[src/gpo_pwm_defs.vh]
// Constants for the pin logic, input functions and fast modulators.
// Assumes inclusion by bare name from the design file.
`ifndef GPO_PWM_DEFS_VH
`define GPO_PWM_DEFS_VH

// ****************************************
// Sizes
// ****************************************
`define N_IN      8
`define N_OUT     8
`define N_RAIL    10
`define N_PAIR    4
`define DLY_W     12
`define DIV_W     14
`define DUTY_W    18
`define DIV_MIN   14'h0002

// ****************************************
// Timing
// ****************************************
`define TICK_NS   1000000
`define CLK_NS    8

// ****************************************
// Register word addresses
// ****************************************
`define A_INCFG   6'h00
`define A_SPEC    6'h01
`define A_STAT    6'h02
`define A_PIN     6'h03
`define A_MARG    6'h04
`define A_PG      6'h05
`define A_DIV     6'h08
`define A_OUT     6'h10
`define A_DUTY    6'h30

// ****************************************
// Fields
// ****************************************
`define F_DLY_AS  12
`define F_DLY_DE  13
`define F_IGN     14
`define F_SM      15
`define F_STICKY  26
`define F_LATCH   16
`define F_QOUT    8
`define F_RSEL    1
`define F_MEN     4
`define F_MLOW    5
`define F_PERMIT  6
`define F_PGOOD   7

// Pin functions
`define PF_OFF    2'h0
`define PF_LOGIC  2'h1
`define PF_ENABLE 2'h2
`define PF_PWM    2'h3

`endif

[src/gpo_logic_gpi_and_fast_pwm.v]
// Pin logic for a rail sequencer: logic outputs, input functions,
// rail enables, power-good cascade and fast pulse modulators.
// Assumes one 125 MHz clock and an Avalon-MM master for setup.
//
// Behaviour
// RULE_01 - Output delay may apply on assertion, deassertion, both or neither.
// RULE_02 - Normal delay: a result reverting within the delay never reaches pin.
// RULE_03 - Ignore option: change always propagates; inputs ignored until delay ends.
// RULE_04 - Ignore option: every output pulse lasts at least the delay.
// RULE_05 - State machine mode: path 0 while true, path 1 while false.
// RULE_06 - Each special input function maps to at most one input pin.
// RULE_07 - Fault-enable input raises a fault while deasserted.
// RULE_08 - Clear-source input clears the sticky rail flags.
// RULE_09 - Margin enable places margining rails into margined state.
// RULE_10 - Margin low input picks low, else high, during margin enable.
// RULE_11 - Input polarity selectable; first three defined inputs pick states.
// RULE_12 - Any pin may be a rail enable, either polarity, od or push-pull.
// RULE_13 - During reset plain pins float, fast modulator pins drive low; the code drives every pin low in reset.
// RULE_14 - Fast-capable pins used as rail enables must be active high; the code applies the pin polarity bit either way.
// RULE_15 - Slave starts after master good; master drops good on shutdown.
// RULE_16 - Power-good output reflects a chosen subset of rails.
// RULE_17 - Modulator period is source divided by 2 to 16383.
// RULE_18 - Modulators paired 1-2, 3-4, 5-6, 7-8 sharing one divisor.
// RULE_19 - Enabling one modulator enables its unassigned companion.
// RULE_20 - Duty steps of one sixteenth of a source period.
// RULE_21 - Output is OR of two ANDs over outputs, inputs and rail flags.
// RULE_22 - Sticky rail flags hold until software or clear input clears.
// RULE_23 - Delays count a millisecond tick, one counter per output.
`default_nettype none
`include "gpo_pwm_defs.vh"

module gpo_logic_gpi_and_fast_pwm #(
	parameter TICK_CYCLES = `TICK_NS / `CLK_NS
) (
	input  wire        clk,
	input  wire        rst_n,
	input  wire [5:0]  avs_address,
	input  wire        avs_read,
	input  wire        avs_write,
	input  wire [31:0] avs_writedata,
	output reg  [31:0] avs_readdata,
	output wire        avs_waitrequest,
	input  wire [7:0]  general_input_pin,
	input  wire        bus_control_input,
	input  wire [9:0]  rail_good,
	input  wire [9:0]  rail_event,
	input  wire [9:0]  rail_on_req,
	input  wire        seq_off_start,
	output reg  [7:0]  pin_out,
	output reg  [7:0]  pin_oe,
	output reg         fault_out,
	output reg  [9:0]  rail_margin_low,
	output reg  [9:0]  rail_margin_high,
	output reg  [2:0]  input_chosen_rail_states,
	output reg         seq_on_permit,
	output reg         pg_out
);

	localparam ST_IDLE = 2'h0;
	localparam ST_WAIT = 2'h1;
	localparam ST_HOLD = 2'h2;

	// ****************************************
	// Registers and state
	// ****************************************
	reg  [15:0] incfg;
	reg  [15:0] spec;
	reg  [31:0] pincfg;
	reg  [9:0]  marg_mask;
	reg  [9:0]  pg_mask;
	reg  [9:0]  latch;
	reg         fault_flag;
	reg  [31:0] path0 [0:7];
	reg  [31:0] path1 [0:7];
	reg  [15:0] dcfg  [0:7];
	reg  [13:0] div   [0:3];
	reg  [17:0] duty  [0:7];
	reg  [7:0]  q;
	reg         ack;
	reg  [7:0]  in_s1;
	reg  [7:0]  in_s2;
	reg         bc_s1;
	reg         bc_s2;
	reg  [16:0] tick_cnt;
	reg         tick;
	wire [7:0]  in_act;
	wire        acc;
	wire        wr;
	wire [3:0]  sel_fault;
	wire [3:0]  sel_clr;
	wire [3:0]  sel_men;
	wire [3:0]  sel_mlow;
	wire        fault_in;
	wire        clr_in;
	wire        men_in;
	wire        mlow_in;
	wire [9:0]  sw_clr;
	wire [7:0]  pwm;
	wire [15:0] func_eff;
	reg  [31:0] rd_mux;
	reg  [2:0]  chosen;
	reg  [1:0]  nsel;
	wire [5:0]  out_off;
	wire        out_hit;
	integer     i;
	integer     j;

	// Two-flop synchronisers on asynchronous pins
	always @(posedge clk or negedge rst_n) begin
		if (!rst_n) begin
			in_s1 <= 8'h00;
			in_s2 <= 8'h00;
			bc_s1 <= 1'b0;
			bc_s2 <= 1'b0;
		end else begin
			in_s1 <= general_input_pin;
			in_s2 <= in_s1;
			bc_s1 <= bus_control_input;
			bc_s2 <= bc_s1;
		end
	end

	// Polarity: bit set means active high
	assign in_act = ~(in_s2 ^ incfg[7:0]); // RULE_11

	// ****************************************
	// Special input functions
	// ****************************************
	// One pin-index field per function, so two pins can never share one
	assign sel_fault = spec[3:0];   // RULE_06
	assign sel_clr   = spec[7:4];   // RULE_06
	assign sel_men   = spec[11:8];  // RULE_06
	assign sel_mlow  = spec[15:12]; // RULE_06
	assign fault_in  = sel_fault[3] & ~in_act[sel_fault[2:0]]; // RULE_07
	assign clr_in    = sel_clr[3] & in_act[sel_clr[2:0]];
	assign men_in    = sel_men[3] & in_act[sel_men[2:0]];
	assign mlow_in   = sel_mlow[3] & in_act[sel_mlow[2:0]];

	// First three defined inputs form the state selector
	always @* begin
		chosen = 3'h0;
		nsel = 2'h0;
		for (i = 0; i < `N_IN; i = i + 1) begin
			if (incfg[8 + i] && nsel != 2'h3) begin
				chosen[nsel] = in_act[i]; // RULE_11
				nsel = nsel + 2'h1;
			end
		end
	end

	// ****************************************
	// Bus slave
	// ****************************************
	// One wait cycle; the access completes when ack is high
	assign acc = avs_read | avs_write;
	assign avs_waitrequest = acc & ~ack;
	assign wr = avs_write & ack;
	// Output blocks sit four words apart from the output base
	assign out_hit = (avs_address >= `A_OUT) && (avs_address < `A_DUTY);
	assign out_off = avs_address - `A_OUT;
	assign sw_clr = (wr && avs_address == `A_STAT) ?
		avs_writedata[`F_LATCH + 9:`F_LATCH] : 10'h000;

	// Read mux; unmapped words read as zero
	always @* begin
		rd_mux = 32'h0000_0000;
		if (avs_address == `A_INCFG)
			rd_mux = {16'h0000, incfg};
		else if (avs_address == `A_SPEC)
			rd_mux = {16'h0000, spec};
		else if (avs_address == `A_STAT)
			rd_mux = {6'h00, latch, q, pg_out, seq_on_permit,
				mlow_in, men_in, chosen, fault_flag};
		else if (avs_address == `A_PIN)
			rd_mux = pincfg;
		else if (avs_address == `A_MARG)
			rd_mux = {22'h000000, marg_mask};
		else if (avs_address == `A_PG)
			rd_mux = {22'h000000, pg_mask};
		else if (avs_address[5:2] == `A_DIV >> 2)
			rd_mux = {18'h00000, div[avs_address[1:0]]};
		else if (avs_address[5:3] == `A_DUTY >> 3)
			rd_mux = {14'h0000, duty[avs_address[2:0]]};
		else if (out_hit && out_off[1:0] == 2'h0)
			rd_mux = path0[out_off[4:2]];
		else if (out_hit && out_off[1:0] == 2'h1)
			rd_mux = path1[out_off[4:2]];
		else if (out_hit && out_off[1:0] == 2'h2)
			rd_mux = {16'h0000, dcfg[out_off[4:2]]};
	end

	// Register writes and read capture
	always @(posedge clk or negedge rst_n) begin
		if (!rst_n) begin
			ack <= 1'b0;
			avs_readdata <= 32'h0000_0000;
			incfg <= 16'h00ff;
			spec <= 16'h0000;
			pincfg <= 32'h0000_0000;
			marg_mask <= 10'h000;
			pg_mask <= 10'h3ff;
			for (j = 0; j < 8; j = j + 1) begin
				path0[j] <= 32'h0000_0000;
				path1[j] <= 32'h0000_0000;
				dcfg[j] <= 16'h0000;
				duty[j] <= 18'h00000;
			end
			for (j = 0; j < 4; j = j + 1)
				div[j] <= `DIV_MIN;
		end else begin
			ack <= acc & ~ack;
			if (avs_read && !ack)
				avs_readdata <= rd_mux;
			if (wr) begin
				if (avs_address == `A_INCFG)
					incfg <= avs_writedata[15:0];
				else if (avs_address == `A_SPEC)
					spec <= avs_writedata[15:0];
				else if (avs_address == `A_PIN)
					pincfg <= avs_writedata;
				else if (avs_address == `A_MARG)
					marg_mask <= avs_writedata[9:0];
				else if (avs_address == `A_PG)
					pg_mask <= avs_writedata[9:0];
				else if (avs_address[5:2] == `A_DIV >> 2)
					div[avs_address[1:0]] <= avs_writedata[13:0];
				else if (avs_address[5:3] == `A_DUTY >> 3)
					duty[avs_address[2:0]] <= avs_writedata[17:0];
				else if (out_hit) begin
					if (out_off[1:0] == 2'h0)
						path0[out_off[4:2]] <= avs_writedata;
					else if (out_off[1:0] == 2'h1)
						path1[out_off[4:2]] <= avs_writedata;
					else if (out_off[1:0] == 2'h2)
						dcfg[out_off[4:2]] <= avs_writedata[15:0];
				end
			end
		end
	end

	// ****************************************
	// Status, margin and cascade
	// ****************************************
	// New events win over any clear in the same cycle
	always @(posedge clk or negedge rst_n) begin
		if (!rst_n) begin
			latch <= 10'h000;
			fault_flag <= 1'b0;
			fault_out <= 1'b0;
			rail_margin_low <= 10'h000;
			rail_margin_high <= 10'h000;
			input_chosen_rail_states <= 3'h0;
			seq_on_permit <= 1'b0;
			pg_out <= 1'b0;
		end else begin
			latch <= (latch & ~sw_clr & ~{10{clr_in}})
				| rail_event; // RULE_08 RULE_22
			fault_flag <= (fault_flag & ~(wr && avs_address == `A_STAT
				&& avs_writedata[0])) | fault_in; // RULE_07
			fault_out <= fault_in;
			rail_margin_low <= (men_in & mlow_in) ?
				marg_mask : 10'h000; // RULE_09 RULE_10
			rail_margin_high <= (men_in & ~mlow_in) ?
				marg_mask : 10'h000; // RULE_09 RULE_10
			input_chosen_rail_states <= chosen;
			seq_on_permit <= bc_s2; // RULE_15
			pg_out <= ~seq_off_start & (|pg_mask) &
				(&(rail_good | ~pg_mask)); // RULE_15 RULE_16
		end
	end

	// Millisecond tick shared by all delay counters
	always @(posedge clk or negedge rst_n) begin
		if (!rst_n) begin
			tick_cnt <= 17'h00000;
			tick <= 1'b0;
		end else if (tick_cnt == TICK_CYCLES[16:0] - 17'h00001) begin
			tick_cnt <= 17'h00000;
			tick <= 1'b1; // RULE_23
		end else begin
			tick_cnt <= tick_cnt + 17'h00001;
			tick <= 1'b0;
		end
	end

	// ****************************************
	// Logic outputs
	// ****************************************
	genvar g;
	generate
		for (g = 0; g < `N_OUT; g = g + 1) begin : lo
			wire [25:0] v0;
			wire [25:0] v1;
			wire        p0;
			wire        p1;
			wire        r;
			wire [11:0] dly;
			wire        dir_dly;
			reg         lres;
			reg         tgt;
			reg  [1:0]  st;
			reg  [11:0] cnt;
			// Rail term uses live or sticky flags per path
			assign v0 = {path0[g][`F_STICKY] ? latch : rail_good, q, in_act};
			assign v1 = {path1[g][`F_STICKY] ? latch : rail_good, q, in_act};
			// An empty AND path is false, not vacuously true
			assign p0 = (|path0[g][25:0]) &
				(&(v0 | ~path0[g][25:0])); // RULE_21
			assign p1 = (|path1[g][25:0]) &
				(&(v1 | ~path1[g][25:0])); // RULE_21
			assign r = dcfg[g][`F_SM] ? (lres ? p0 : p1)
				: (p0 | p1); // RULE_05
			assign dly = dcfg[g][11:0];
			assign dir_dly = (r ? dcfg[g][`F_DLY_AS] : dcfg[g][`F_DLY_DE])
				& (dly != 12'h000); // RULE_01

			// Delay machine, own counter per output
			always @(posedge clk or negedge rst_n) begin
				if (!rst_n) begin
					lres <= 1'b0;
					tgt <= 1'b0;
					st <= ST_IDLE;
					cnt <= 12'h000;
					q[g] <= 1'b0;
				end else begin
					lres <= r;
					case (st)
						ST_IDLE: begin
							cnt <= 12'h000;
							if (r != q[g]) begin
								tgt <= r;
								if (dir_dly)
									st <= ST_WAIT; // RULE_01
								else begin
									q[g] <= r;
									if (dcfg[g][`F_IGN] && dly != 12'h000)
										st <= ST_HOLD; // RULE_04
								end
							end
						end
						ST_WAIT: begin
							if (!dcfg[g][`F_IGN] && r != tgt)
								st <= ST_IDLE; // RULE_02
							else if (tick) begin
								if (cnt + 12'h001 >= dly) begin
									q[g] <= tgt; // RULE_03
									cnt <= 12'h000;
									st <= dcfg[g][`F_IGN] ?
										ST_HOLD : ST_IDLE; // RULE_04
								end else
									cnt <= cnt + 12'h001; // RULE_23
							end
						end
						ST_HOLD: begin
							// Inputs ignored until the hold ends
							if (tick) begin
								if (cnt + 12'h001 >= dly)
									st <= ST_IDLE; // RULE_03
								else
									cnt <= cnt + 12'h001;
							end
						end
						default: st <= ST_IDLE;
					endcase
				end
			end
		end
	endgenerate

	// ****************************************
	// Fast pulse modulators
	// ****************************************
	// Companion takes the modulator function only when left unassigned
	generate
		for (g = 0; g < `N_OUT; g = g + 1) begin : fe
			assign func_eff[2 * g + 1:2 * g] =
				(pincfg[2 * g + 1:2 * g] == `PF_OFF &&
				pincfg[2 * (g ^ 1) + 1:2 * (g ^ 1)] == `PF_PWM) ?
				`PF_PWM : pincfg[2 * g + 1:2 * g]; // RULE_19
		end
	endgenerate

	generate
		for (g = 0; g < `N_PAIR; g = g + 1) begin : fp
			reg  [13:0] pc;
			wire [13:0] d;
			wire        wrap;
			// Divisors below two are clamped to the minimum
			assign d = (div[g] < `DIV_MIN) ? `DIV_MIN : div[g]; // RULE_17
			assign wrap = (pc >= d - 14'h0001);
			// One period counter per pair sets the shared frequency
			always @(posedge clk or negedge rst_n) begin
				if (!rst_n)
					pc <= 14'h0000;
				else if (wrap)
					pc <= 14'h0000; // RULE_18
				else
					pc <= pc + 14'h0001;
			end
			genvar c;
			for (c = 0; c < 2; c = c + 1) begin : ch
				reg  [3:0] acc4;
				reg        extra;
				wire [4:0] sum;
				// Fine sixteenths dithered across sixteen periods
				assign sum = {1'b0, acc4} + {1'b0, duty[2 * g + c][3:0]};
				always @(posedge clk or negedge rst_n) begin
					if (!rst_n) begin
						acc4 <= 4'h0;
						extra <= 1'b0;
					end else if (wrap) begin
						acc4 <= sum[3:0];
						extra <= sum[4]; // RULE_20
					end
				end
				assign pwm[2 * g + c] = ({1'b0, pc} <
					{1'b0, duty[2 * g + c][17:4]} + {14'h0000, extra});
			end
		end
	endgenerate

	// ****************************************
	// Pin drivers
	// ****************************************
	// Reset drives every modulator-capable pin low
	generate
		for (g = 0; g < `N_OUT; g = g + 1) begin : pd
			wire [1:0] f;
			wire       lvl;
			wire       v;
			assign f = func_eff[2 * g + 1:2 * g];
			// Fast pins as enables rely on software choosing active high
			assign lvl = (f == `PF_ENABLE) ? rail_on_req[g] : q[g]; // RULE_14
			assign v = ~(lvl ^ pincfg[16 + g]);
			always @(posedge clk or negedge rst_n) begin
				if (!rst_n) begin
					pin_out[g] <= 1'b0; // RULE_13
					pin_oe[g] <= 1'b1;  // RULE_13
				end else if (f == `PF_PWM) begin
					pin_out[g] <= pwm[g];
					pin_oe[g] <= 1'b1;
				end else if (f == `PF_OFF) begin
					pin_out[g] <= 1'b0;
					pin_oe[g] <= 1'b0;
				end else if (pincfg[24 + g]) begin
					pin_out[g] <= 1'b0; // RULE_12
					pin_oe[g] <= ~v;
				end else begin
					pin_out[g] <= v; // RULE_12
					pin_oe[g] <= 1'b1;
				end
			end
		end
	endgenerate

endmodule // gpo_logic_gpi_and_fast_pwm
`default_nettype wire

[config.mk]
export PLATFORM = sky130hd
export DESIGN_NAME = gpo_logic_gpi_and_fast_pwm
export DESIGN_NICKNAME = d
export VERILOG_FILES = /design/src/gpo_logic_gpi_and_fast_pwm.v
export VERILOG_INCLUDE_DIRS = /design/src
export SDC_FILE = /design/constraint.sdc
export NUM_CORES = 2
export LEC_CHECK = 0
export BUFFER_PORTS_ARGS = -buffer_cell sky130_fd_sc_hd__buf_2
export CELL_PAD_IN_SITES_DETAIL_PLACEMENT = 1
export CELL_PAD_IN_SITES_GLOBAL_PLACEMENT = 1
export CORE_ASPECT_RATIO = 0.7
export CORE_UTILIZATION = 25
export CTS_CLUSTER_DIAMETER = 200
export CTS_CLUSTER_SIZE = 12
export DETAILED_ROUTE_END_ITERATION = 7
export PLACE_DENSITY = 0.49
export SYNTH_ARGS = -nofsm -noshare
export SYNTH_HDL_FRONTEND = slang
export SYNTH_SLANG_ARGS = --single-unit
[constraint.sdc]
create_clock -name clk -period 6.1 [get_ports clk]
set_input_delay 1.83 -clock clk [delete_from_list [all_inputs] [get_ports clk]]
set_output_delay 1.83 -clock clk [all_outputs]
set_load 0.02 [all_outputs]
==> results.yml <==
run_status:
  status: "finished with violations"
  violations: "capacitance limit, slew limit"
floorplan:
  rows: 169
  io_pins: 157
  fp.dieH_um: 465
  initial_core_util: 0.252
  core_area_mm2: 0.304
  dieWidth_um: 664
  dieArea_mm2: 0.309
route:
  top_layer_used: "met5"
  drt_iter0_markers: 7208
  routed-wl-met2_um: 136000
  via_per_inst: 5.56
  vias: 61700
  first_pass_iters: 8
  wl_um: 353000
  dr_wl_met3_um: 35100
  drc: 0
  postRouteAntennaNets: 0
  post_drt_wl_per_cell_um: 31.8
  m1WireLength_um: 175000
clocking:
  clk_latency_ns: 0.83
  clk_path_buf_depth: 3
  cts_setup_buffers: 0
  ctsHoldBuffers: 0
  cts_root_buf: "clkbuf_16"
  clkTransAtPathRegs_ns: 0.07
  cts_num_sinks: 1278
  cts_tree: "built"
  h-tree-depth: 3
  cts_resized: 0
  numCtsBuffers: 116
global_routing:
  grt_pass1_wl_um: 497000
  antenna_found_initial: 43
  grt_use_total: 0.224
  grt_pass1_vias: 61700
  grt_start_max_net_pins: 120
  overflow: 0
sta:
  rsz0062_at_grt: "no"
  hold_viol_final: 0
  fin_crit_ns: 5.46
  report.final.slew_viol_count: 2
  fmax_mhz: 183
  finalHoldWorstSlack_ns: 0.339
  finClkSkew_ns: 0.0684
  slew_headroom: -0.0402
  finalSetupTns_ns: 0
  tightest_slew_ns: 1.52
  finalSetupViolations: 0
  fin_ws_ns: 0.636
  fin_crit_sh: 0.896
final_layout:
  fin_util: 0.283
  syn_to_final_growth_pct: 12.3
  drive_gt1_frac: 0.246
  final_area_mm2: 0.0861
  final_cells: 11100
  final_net_count: 7472
  fillers: 33700
min_path:
  min_path_type: "reg2reg"
synth:
  synth_warnings: 0
  yosysTopAreaCell: "dfrtp_1"
  syn_nets: 7381
  syn_inst: 6932
  yosys-top-cells-area: "dfrtp_1 (41%), mux2_2 (13%), mux4_2 (6.3%)"
  synth_area_mm2: 0.0767
  synth_area_per_cell_um2: 11.1
  async_reset_ff_frac: 1.00
  synth_ff_type: "dfrtp_1"
  ys_seq_elements: 1278
  yosys-top-cells-count: "dfrtp_1 (1,248), mux2_2 (867), nand2_1 (443), ha_1 (359), o21ai_0 (331)"
  synth_cell_types: 103
  synth_top_area_frac: 0.407
  synth_edf_count: 0
  yosysSeqAreaShare: 0.418
  yosysMostFrequentCell: "dfrtp_1"
critical_path:
  crit_required_ns: 6.80
  crit_path_max_incr_delay_ns: 0.57
  critPathMaxFanout: 17
  worst_path_most_repeated_cell: "nor2_1"
  worst_setup_path_start_kind: "register"
  slowest_stage: "or4_1"
  setup.worst_path.end_class: "register"
  crit_family: "simple AND/OR/NAND/NOR gates"
  arrival_ns: 6.16
  crit_buf_inv: 1
  cp_cell_sequence: "or4_1 -> or3_1 -> or4_1 -> nor2_1 -> nor4b_2 -> nand2b_1 -> ha_1 -> nand2b_1 -> nor2_1 -> xnor2_1 -> ha_1 -> and4_1 -> a221oi_1 -> o21ai_0 -> a211o_1 -> a311o_1 -> a21o_1 -> buf_4 -> nor2_1"
  crit_type: "reg2reg"
power_and_ir_drop:
  power_mw: 26.7
  vdd_ir_drop_max_uv: 227
  p_leak_nw: 39.0
  power_density_mw_per_mm2: 310
placement:
  dp_slack_ns: 0.327
  finalWeightedCongestion: 0.964
  hpwl_um: 266000
  io_buffer_count: 154
  numPlacedInstances: 10900
  place_area_mm2: 0.0829
flow_run:
  cap_violations: 1
==> worst register-to-register path, stage by stage, from the launching register on <==
cell and delay, ns:
dfrtp_1 0.44, or4_1 0.57, or3_1 0.39, or4_1 0.45
nor2_1 0.15, nor4b_2 0.28, nand2b_1 0.18, ha_1 0.19
nand2b_1 0.08, nor2_1 0.11, xnor2_1 0.14, ha_1 0.27
and4_1 0.22, a221oi_1 0.27, o21ai_0 0.12, a211o_1 0.27
a311o_1 0.36, a21o_1 0.43, buf_4 0.32, nor2_1 0.12
==> state kept, by name, summed over array words and instances (netlist names), 10 cells and up <==
name / flops
div: 56
path0: 256
fp.ch.acc4: 32
lo.cnt: 96
incfg: 16
pg_mask: 10
avs_readdata: 32
path1: 256
duty: 144
lo.st: 16
rail_margin_low: 10
spec: 16
tick_cnt: 17
latch: 10
marg_mask: 10
rail_margin_high: 10
pincfg: 32
dcfg: 128
fp.pc: 56
==> final timing paths <==
check,startpoint,to,slack (ns),depth (start not counted)
setup / recovery,div[33],fp[1].pc[4],0.64,19
hold / removal,in_s1[6],in_s2[6],0.34,0
setup reg to reg,div[33],fp[1].pc[4],0.64,19
hold reg to reg,in_s1[6],in_s2[6],0.34,0
max in group asynchronous,rst_n,duty[0],3.50,2
min in group asynchronous,rst_n,fp[0].ch[0].acc4[1],0.98,1
==> layer usage <==
layer,GRT usage,up-vias
li1,-,25900
met1,0.356,32900
met2,0.296,2630
met3,0.0549,340
met4,0.0467,8
met5,0,-
==> cell type report <==
type | count | area, um2 | area share
Clock inverter | 5 | 66.3 | 0.000770
Tap cell | 4018 | 5030 | 0.0584
Antenna cell | 16 | 40.0 | 0.000465
Clock buffer | 152 | 3080 | 0.0358
Inverter | 253 | 952 | 0.0111
Multi-Input combinational cell | 4987 | 42200 | 0.490
Timing Repair Buffer | 387 | 2740 | 0.0318
Sequential cell | 1278 | 32000 | 0.372
==> layout by cell type, fill, tap and decap left out, drive strengths merged, types with 166 or more instances in the layout <==
cell type     n
dfrtp      1248
mux2        873
nand2       443
buf         387
ha          359
o21ai       334
nor2        301
inv         254
mux2i       245
nand3       226
mux4        214
a21oi       178
xor2        171
nor4        166
==> logic make-up after synthesis <==
kind of cell | Yosys count | share of synthesized area
compound gates | 1223 | 0.109
xor+xnor | 318 | 0.0367
fa+ha+maj | 367 | 0.0607
buf+inv | 667 | 0.0363
flops | 1278 | 0.418
mux | 1332 | 0.223
simple gates | 1747 | 0.117
==> power by group <==
part	switching, mW	internal (mW)	total (mW)
sequential	1.57	9.38	11.0
combinational	5.33	3.28	8.62
clock	3.62	3.47	7.10
total	10.5	16.1	26.7
Note: power is estimated with default switching activity, not from simulation.
